## src/design/mmf_regs.vh

```
/*
 Holds the selector codes and the fixed field values of the
 memory model feature identification registers.
 Assumes it is included once by bare name by each design file.
*/
`ifndef MMF_REGS_VH
`define MMF_REGS_VH

// ****************************************
// Coprocessor selector codes
// ****************************************
`define MMF_OPC1_ID        3'h0
`define MMF_CRN_ID         4'h0
`define MMF_CRM_FEAT       4'h1
`define MMF_OPC2_AUX       3'h3
`define MMF_OPC2_ZERO      3'h4
`define MMF_OPC2_ONE       3'h5
`define MMF_OPC2_TWO       3'h6

// ****************************************
// Word zero fields
// ****************************************
`define MMF0_RSVD_VAL      4'h0
`define MMF0_FCS_VAL       4'h0
`define MMF0_AUXCTL_VAL    4'h2
`define MMF0_TCM_VAL       4'h1
`define MMF0_OSH_VAL       4'h0
`define MMF0_COH_VAL       4'h0
`define MMF0_PPA_VAL       4'h3
`define MMF0_VMA_VAL       4'h0

// ****************************************
// Word one fields
// ****************************************
`define MMF1_BPRED_VAL     4'h0
`define MMF1_L1MAINT_VAL   28'h0000000

// ****************************************
// Word two fields
// ****************************************
`define MMF2_HAF_VAL       4'h0
`define MMF2_WFI_VAL       4'h1
`define MMF2_BAR_VAL       4'h2
`define MMF2_TLBPF_VAL     20'h00000

// ****************************************
// Auxiliary word and reset values
// ****************************************
`define MMF_AUX_VAL        32'h00000000
`define MMF_RDATA_RST      32'h00000000

`endif

```

## src/design/mmf_sel.v

```verilog
/*
 Selector decode for the feature identification registers.
 Assumes selector fields are stable while the read strobe is high.
*/
`timescale 1ns/1ps
`include "mmf_regs.vh"

module mmf_sel (
    opc1,
    crn,
    crm,
    opc2,
    hit_aux,
    hit_zero,
    hit_one,
    hit_two
);
    input  wire [2:0] opc1;
    input  wire [3:0] crn;
    input  wire [3:0] crm;
    input  wire [2:0] opc2;
    output wire       hit_aux;
    output wire       hit_zero;
    output wire       hit_one;
    output wire       hit_two;

    wire base;

    assign base     = (opc1 == `MMF_OPC1_ID) && (crn == `MMF_CRN_ID) && (crm == `MMF_CRM_FEAT);
    assign hit_aux  = base && (opc2 == `MMF_OPC2_AUX);
    assign hit_zero = base && (opc2 == `MMF_OPC2_ZERO);
    assign hit_one  = base && (opc2 == `MMF_OPC2_ONE);
    assign hit_two  = base && (opc2 == `MMF_OPC2_TWO);
endmodule

```

## src/design/mmf_feature_id.v

```verilog
/*
 Read-only auxiliary and memory model feature identification words,
 answered on the system control coprocessor read path.
 Assumes the core presents opcode and register selectors with a
 one-cycle read strobe and its current privilege level.
*/
`timescale 1ns/1ps
`include "mmf_regs.vh"

module mmf_feature_id (
    clk_sys,
    rst_b,
    cp_rd,
    cp_wr,
    cp_priv,
    cp_opc1,
    cp_crn,
    cp_crm,
    cp_opc2,
    cp_rdata,
    cp_rvalid,
    cp_hit,
    cp_fault
);
    input  wire        clk_sys;
    input  wire        rst_b;
    input  wire        cp_rd;
    input  wire        cp_wr;
    input  wire        cp_priv;
    input  wire [2:0]  cp_opc1;
    input  wire [3:0]  cp_crn;
    input  wire [3:0]  cp_crm;
    input  wire [2:0]  cp_opc2;
    output wire [31:0] cp_rdata;
    output wire        cp_rvalid;
    output wire        cp_hit;
    output wire        cp_fault;

    // ****************************************
    // Fixed words
    // ****************************************
    wire [31:0] word_aux;
    wire [31:0] word_zero;
    wire [31:0] word_one;
    wire [31:0] word_two;

    assign word_aux  = `MMF_AUX_VAL;
    assign word_zero = {`MMF0_RSVD_VAL, `MMF0_FCS_VAL,
                        `MMF0_AUXCTL_VAL,
                        `MMF0_TCM_VAL,
                        `MMF0_OSH_VAL,
                        `MMF0_COH_VAL,
                        `MMF0_PPA_VAL,
                        `MMF0_VMA_VAL};
    assign word_one  = {`MMF1_BPRED_VAL,
                        `MMF1_L1MAINT_VAL};
    assign word_two  = {`MMF2_HAF_VAL,
                        `MMF2_WFI_VAL,
                        `MMF2_BAR_VAL,
                        `MMF2_TLBPF_VAL};

    // ****************************************
    // Decode
    // ****************************************
    wire hit_aux;
    wire hit_zero;
    wire hit_one;
    wire hit_two;
    wire any_hit;

    mmf_sel u_sel (
        .opc1     (cp_opc1),
        .crn      (cp_crn),
        .crm      (cp_crm),
        .opc2     (cp_opc2),
        .hit_aux  (hit_aux),
        .hit_zero (hit_zero),
        .hit_one  (hit_one),
        .hit_two  (hit_two)
    );

    assign any_hit = hit_aux | hit_zero | hit_one | hit_two;

    // ****************************************
    // Read path
    // ****************************************
    reg  [31:0] rdata_q;
    reg  [31:0] rdata_d;
    reg         rvalid_q;
    reg         hit_q;
    reg         fault_q;
    wire        take_rd;
    wire        bad_acc;

    // Unprivileged access, or any write to a hit, is refused
    assign take_rd = cp_rd & cp_priv & any_hit & ~cp_wr;
    assign bad_acc = any_hit & ((cp_rd & ~cp_priv) | cp_wr);

    always @* begin
        rdata_d = `MMF_RDATA_RST;
        if (take_rd) begin
            if (hit_aux) begin
                rdata_d = word_aux;
            end else if (hit_zero) begin
                rdata_d = word_zero;
            end else if (hit_one) begin
                rdata_d = word_one;
            end else begin
                rdata_d = word_two;
            end
        end
    end

    // Words are constants: writes have no path into them
    always @(posedge clk_sys) begin
        if (!rst_b) begin
            rdata_q  <= `MMF_RDATA_RST;
            rvalid_q <= 1'b0;
            hit_q    <= 1'b0;
            fault_q  <= 1'b0;
        end else begin
            rdata_q  <= rdata_d;
            rvalid_q <= take_rd;
            hit_q    <= any_hit & (cp_rd | cp_wr);
            fault_q  <= bad_acc;
        end
    end

    assign cp_rdata  = rdata_q;
    assign cp_rvalid = rvalid_q;
    assign cp_hit    = hit_q;
    assign cp_fault  = fault_q;
endmodule

```

## config.mk

```make
export PLATFORM = sky130hd
export DESIGN_NAME = mmf_feature_id
export DESIGN_NICKNAME = d
export VERILOG_FILES = /design/src/design/mmf_sel.v /design/src/design/mmf_feature_id.v
export VERILOG_INCLUDE_DIRS = /design/src /design/src/design
export SDC_FILE = /design/constraint.sdc
export NUM_CORES = 1
export LEC_CHECK = 0
export ABC_AREA = 1
export BUFFER_PORTS_ARGS = -buffer_cell sky130_fd_sc_hd__buf_2
export CORE_UTILIZATION = 36
export DETAILED_ROUTE_END_ITERATION = 6
export GPL_ROUTABILITY_DRIVEN = 1
export PLACE_DENSITY_LB_ADDON = 0.2
export SYNTH_ARGS = -nofsm -noshare
export SYNTH_HDL_FRONTEND = slang
export SYNTH_SLANG_ARGS = --single-unit
```

## constraint.sdc

```tcl
create_clock -name clk_sys -period 1.7 [get_ports clk_sys]
set_input_delay 0.34 -clock clk_sys [delete_from_list [all_inputs] [get_ports clk_sys]]
set_output_delay 0.34 -clock clk_sys [all_outputs]
set_load 0.05 [all_outputs]
```

After elaboration in Yosys (flattened, before gate mapping)
Index checks and enable logic that the tools add are counted.
{"block": "classes", "add_sub_neg": 0, "multipliers": 0, "div_mod_pow": 0, "order_cmp": 0, "eq_ne": 5, "shift": 0, "muxes": 2, "n_bitwise": 15, "n_reduce_logical": 10}
{"operator": "$mux W25", "count": 1}
{"operator": "$mux W22", "count": 1}
{"operator": "$eq A3 B3 Y1 const B", "count": 3}
{"operator": "$and A1 B1 Y1", "count": 6}
{"operator": "$logic_and A1 B1 Y1", "count": 6}
{"operator": "$or A1 B1 Y1", "count": 5}
{"operator": "$eq A4 B1 Y1 const B", "count": 1}
{"operator": "$logic_not A4 Y1", "count": 1}
{"operator": "$not A1 Y1", "count": 4}
{"operator": "$reduce_or A4 Y1", "count": 1}
{"operator": "$eq A3 B2 Y1 const B", "count": 1}
{"operator": "$logic_not A3 Y1", "count": 1}
{"operator": "$reduce_or A3 Y1", "count": 1}
{"block": "totals", "reg_bits": 28, "latchBits": 0, "ramBits": 0, "rom_bits": 0, "input_bits": 19, "out_inout_bits": 35, "wordCells": 37, "n_memories": 0}

Logic depth before layout (Yosys ltp)
Gate-level depths: netlist of run 1.
{"block": "logic_depth", "word_depth": 11, "depth_mapped": 6, "depth_no_buf": 6}

Cells and area by module
Synthesis of run 1 repeated with hierarchy kept, for this count alone.
{"block": "unflattened", "hier_cells": 87, "area_unflattened_um2": 578.1}
{"module": "mmf_feature_id", "n_inst": 1, "cells_per_inst": 58, "area_each_um2": 454.2}
{"module": "mmf_sel", "n_inst": 1, "cells_per_inst": 29, "area_each_um2": 123.9}

Worst setup path before layout of run 1
Ideal clock, no wire load.
{"block": "synth_timing", "kind": "reg-to-output", "start": "register rdata_q[16], in the netlist cp_rdata[16]", "end": "output cp_rdata[16]", "arrival_ns": 0.914, "t_required_ns": 1.360, "slack_ns": 0.446, "path_stages_with_launch": 2, "cell_sequence": "dfxtp_1 -> buf_4"}
{"element": "start: declaration", "line": "mmf_feature_id.v:87", "text": "reg [31:0] rdata_q;"}
{"element": "start signal: assignment", "line": "mmf_feature_id.v:117", "text": "rdata_q <= `MMF_RDATA_RST;"}
{"element": "start signal: assignment", "line": "mmf_feature_id.v:122", "text": "rdata_q <= rdata_d;"}
{"element": "end: declaration", "line": "mmf_feature_id.v:34", "text": "output wire [31:0] cp_rdata;"}
No word-level cell between the ends.

Final worst setup path of run 1
{"block": "layout_timing", "start": "register rdata_q[16], in the netlist cp_rdata[16]", "end": "output cp_rdata[16]"}
No word-level cell between the ends.

==> results by group, run 1 <==
Timing
  – Final worst-path cycle share: 68.2%
  – Min Clock Period, post-route: 1.16 ns
  – Setup Total Neg Slack: 0 ns
  – Max Clock Freq: 863 MHz
  – Fin. Hold Viols: 0
  – Final setup violation count: 0
  – Final WS setup: 0.541 ns
  – RSZ-0062 raised after global routing: false
  – Max Slew Vio Count: 0

Power
  – P_leak: 0.000353 uW
  – PwrDens: 791 mW/mm2
  – Worst VDD drop: 0.000210 V

Die
  – Die width: 39.2 um
  – Initial core utilization: 38.4%
  – Num ports: 54
  – Die Area: 0.00154 mm2
  – FP Rows: 13
  – Die Y: 39.2 um
  – Core Box Area: 0.00130 mm2

CTS
  – Clk slew on worst S/H paths: 0.04 ns
  – Max Root-Sink Buffers: 2
  – Htree depth: 1
  – Post-CTS Setup Bufs: 0
  – Root Driver: clkbuf_4
  – Post_cts resized: 0
  – CTS tree: yes
  – # hold bufs at CTS: 0
  – CTS sink count: 6
  – CTS Buf Count: 3

Logic synthesis
  – Synth area leaders: buf_4, dfxtp_1, nor2_1, inv_1, nand2_1
  – Synth Warn #: 0
  – Synth top area share: 43.6%
  – Synthesized area: 499 um2
  – Post-synth cell types: 13
  – Synthesized flop and latch total: 6
  – Yosys top cell by area: buf_4
  – Synth Instances: 68
  – Syn avg cell area: 7.34 um2
  – EDFF count, synth: 0
  – Count leader, synth: buf_4
  – Async set-reset flop share out of synthesis: 0%
  – Top post-synthesis cells by count: buf_4, nor2_1, inv_1, dfxtp_1, nand2_1
  – Top_reg_cell synth: dfxtp_1
  – Post-synthesis sequential area ratio: 24.1%

Setup path
  – Cells along the critical path: buf_2
  – Critical path data required time: 1.36 ns
  – CP Max Fanout: 3
  – CP peak stage delay: 0.32 ns
  – Slowest CP cell: dfxtp_1
  – Buf/Inv on CP: 1
  – Crit path depth: 1
  – Kind of cell adding the most delay to the critical path: flip-flops
  – Crit path to: cp_rdata[16]
  – WS Path Type: register to output pin
  – Critical path launch point type: register
  – Crit. End Element: output pin
  – WP data arrival: 0.82 ns
  – CP Launch Point: cp_rdata[16]

Routing
  – DRC: 0
  – Antenna Nets Post-Route: 0
  – Vias: 383
  – Initial DRC count: 0
  – Initial DRT Pass Iterations: 1
  – Wire per inst: 5.65 um
  – Vias/cell: 3.51
  – Total Wirelength: 616 um

Global route
  – GRT Overall Usage: 8.32%
  – Vias in the first global route: 265
  – First-pass GRT wire length: 862 um
  – Overflow after GRT: 0
  – Pin count of the biggest net entering global routing: 4
  – Initial antenna violation count: 0

Finish
  – Fraction of layout cells with a size suffix above 1: 35.1%
  – Area delta synth->final: 10.3%
  – Ant diodes: 0
  – Post-route non-filler standard cell count: 109
  – Final net count: 115

Worst hold path
  – Hold Crit Class: input port to register
  – HP Start: cp_wr

Placed design
  – Placer Congestion: 0.591
  – Detailed-placement wirelength estimate: 573 um
  – Port Buf Inserts: 26
  – Setup slack at placement: 0.637 ns
  – Placed instance count: 106

Run
  – Max Cap Violations: 0

Status
  – Outcome: completed
flip-flops by register name, indices dropped and copies added, names as in the netlist:
signal,count
cp_rdata,3
cp_fault,1
cp_hit,1
cp_rvalid,1
where the power goes:
| part | total, uW | leakage, uW | switching (uW) | internal, uW |
|---|---|---|---|---|
| Combinational | 170 | 0.000291 | 148 | 21.5 |
| Clock | 125 | 0.0000138 | 45.3 | 79.4 |
| Sequential | 141 | 0.0000483 | 0.00106 | 141 |
placed cells by master, fill, tap and decap left out:
cell | netlist | layout
nor2_1 | 10 | 10
clkbuf_4 | 0 | 3
or2_1 | 1 | 1
nor3_4 | 1 | 1
nand3_1 | 2 | 2
dfxtp_1 | 6 | 6
nand4_1 | 2 | 2
nand2_1 | 5 | 5
nand3_2 | 1 | 1
inv_1 | 7 | 7
nor2_2 | 2 | 2
buf_2 | 0 | 26
conb_1 | 1 | 27
o21a_1 | 1 | 1
cell type report:
cell class	instances	area, um2
Sequential cell	6	120
Tap cell	15	18.8
Inverter	7	26.3
Multi-Input combinational cell	52	233
Fill cell	151	751
Clock buffer	3	22.5
Timing Repair Buffer	26	130
how the worst min path moves through the flow:
stage | to | slack, ns | depth (start not counted)
global placement | cp_fault | 0.60 | 3
global route | cp_fault | 0.40 | 3
floorplan | cp_fault | 0.47 | 2
finish | cp_fault | 0.36 | 3
detailed placement | cp_fault | 0.60 | 3
CTS | cp_fault | 0.36 | 3
per-stage QoR:
| stage | cell area [um2] | power (uW) | hold slack, ns | util (%) |
|---|---|---|---|---|
| final | 551 | 435 | 0.362 | 42.3 |
| after CTS | 551 | 440 | 0.359 | 42.3 |
| after detailed placement | 528 | 313 | 0.604 | 40.6 |
| after global placement | 528 | 313 | 0.602 | 40.6 |
| after global routing | 551 | 456 | 0.395 | 42.3 |
| after floorplan | 597 | 336 | 0.474 | - |
per-layer routing:
| metal | track usage, % | up-vias | wire (um) | share of wire (%) |
|---|---|---|---|---|
| li1 | - | 201 | - | - |
| met1 | 5.48 | 155 | 180 | 29 |
| met2 | 18.8 | 27 | 344 | 56 |
| met4 | 5.17 | 0 | 0 | 0 |
| met3 | 1.73 | 0 | 91 | 15 |
| met5 | 0 | - | 0 | 0 |
cells by family after synthesis:
logic type             after synthesis  synth area share, %
buffers and inverters               36                 48.9
and+or+nand+nor                     24                 24.8
DFF                                  6                 24.1
AOI/OAI and AO/OA                    1                 1.50
other                                1                0.751
Note: power is estimated with default switching activity, not from simulation.
==> run 2: changes to the inputs <==
Settings changed: CORE_UTILIZATION 36 to 33.
Clock period 1.7 ns to 1.2 ns, I/O delays scaled along.
==> results by group, run 2 (synthesis gave the netlist of run 1 again) <==
Setup path
  – Kind of cell adding the most delay to the critical path: flip-flops
  – Buf/Inv on CP: 1 (unchanged)
  – WP data arrival: 0.82 ns (about the same)
  – CP Launch Point: cp_rdata[16]
  – Critical path data required time: 0.96 ns (-0.40 ns)
  – Crit. End Element: output pin
  – Slowest CP cell: dfxtp_1
  – WS Path Type: register to output pin
  – CP Max Fanout: 3 (unchanged)
  – CP peak stage delay: 0.32 ns (about the same)
  – Cells along the critical path: buf_2
  – Crit path depth: 1 (unchanged)
  – Critical path launch point type: register

Power
  – Power Total: 618 uW (+42%)
  – Worst VDD drop: 0.000326 V (+55%)
  – PwrDens: 1120 mW/mm2 (+42%)
  – P_leak: 0.000353 uW (unchanged)

Timing
  – Final setup violation count: 0 (unchanged)
  – Final worst-path cycle share: 88.5%
  – Fin. Hold Viols: 0 (unchanged)
  – RSZ-0062 raised after global routing: false
  – Max Slew Vio Count: 0 (unchanged)
  – Min Clock Period, post-route: 1.06 ns
  – Max Clock Freq: 941 MHz
  – Setup Total Neg Slack: 0 ns (unchanged)

CTS
  – CTS sink count: 6 (unchanged)
  – CTS tree: yes
  – Post_cts resized: 0 (unchanged)
  – # hold bufs at CTS: 0 (unchanged)
  – Post-CTS Setup Bufs: 0 (unchanged)
  – Clk slew on worst S/H paths: 0.04 ns (about the same)
  – Max Root-Sink Buffers: 2 (unchanged)
  – Root Driver: clkbuf_4
  – CTS Buf Count: 3 (unchanged)
  – Htree depth: 1 (unchanged)

Die
  – Die width: 40.9 um (+4.2%)
  – Die Y: 40.9 um (+4.2%)
  – Core Box Area: 0.00135 mm2 (+3.7%)
  – Num ports: 54 (unchanged)
  – Initial core utilization: 37.0% (-1.4 points)
  – Die Area: 0.00167 mm2 (+8.6%)
  – FP Rows: 13 (unchanged)

Global route
  – Overflow after GRT: 0 (unchanged)
  – Pin count of the biggest net entering global routing: 4 (unchanged)
  – Initial antenna violation count: 0 (unchanged)
  – GRT Overall Usage: 8.42% (+0.094 points)
  – Vias in the first global route: 231 (-13%)
  – First-pass GRT wire length: 828 um (-3.9%)

Routing
  – Initial DRC count: 1 (+1)
  – Total Wirelength: 676 um (+9.7%)
  – DRC: 0 (unchanged)
  – Vias/cell: 3.47 (-1.3%)
  – Vias: 378 (-1.3%)
  – Antenna Nets Post-Route: 0 (unchanged)
  – Wire per inst: 6.20 um (+9.7%)
  – Initial DRT Pass Iterations: 2 (+1)

Placed design
  – Placer Congestion: 0.592 (about the same)
  – Detailed-placement wirelength estimate: 610 um (+6.4%)
  – Placed instance count: 106 (unchanged)
  – Port Buf Inserts: 26 (unchanged)

Worst hold path
  – Hold Crit Class: input port to register
  – HP Start: cp_wr
  – Worst Hold Depth: 3 (unchanged)

Finish
  – Commonest non-fill, non-tap cells in the layout: conb_1, buf_2, nor2_1
  – Max reg flops: 3 (unchanged)
  – Final net count: 115 (unchanged)
  – Fraction of layout cells with a size suffix above 1: 35.1% (unchanged)
  – Core Util, Final: 40.8% (-1.5 points)
  – Most common cell after layout, fill and taps aside: conb_1
  – Ant diodes: 0 (unchanged)
  – Post-route non-filler standard cell count: 109 (unchanged)
  – Area delta synth->final: 10.3% (unchanged)

Status
  – Outcome: completed

Run
  – Max Cap Violations: 0 (unchanged)
run 2: cell counts in the layout (fill, tap and decap cells not counted):
No cell type changed its count.
run 2: where the power goes:
part / switching [uW] / internal [uW] / total, uW
combinational: 210 / 30.5 / 241
sequential: 0.00169 / 200 / 200
clock: 64.3 / 113 / 177
run 2: path summary, 6_finish.rpt:
kind                     endpoint  slack (ns)
worst max-delay path  cp_rdata[4]        0.14
worst min-delay path     cp_fault        0.25
run 2: metrics by stage:
stage	setup slack (ns)	cell area, um2	hold WS [ns]
after floorplan	0.0459	597	0.374
after global placement	0.237	528	0.505
after detailed placement	0.210	528	0.501
after CTS	0.122	551	0.251
after global routing	0.0736	551	0.276
final	0.138	551	0.255
run 2: layer usage:
| metal | vias up | track usage [%] | share of wire (%) |
|---|---|---|---|
| li1 | 201 | - | - |
| met1 | 149 | 6.84 | 34 |
| met2 | 28 | 14.1 | 53 |
| met3 | 0 | 3.26 | 12 |
| met4 | 0 | 10.0 | 0 |
| met5 | - | 0 | 0 |
run 2: layout make-up:
cell class,count,area (um2)
Clock buffer,3,22.5
Fill cell,161,800
Inverter,7,26.3
Multi-Input combinational cell,52,233
Sequential cell,6,120
Tap cell,15,18.8
Timing Repair Buffer,26,130
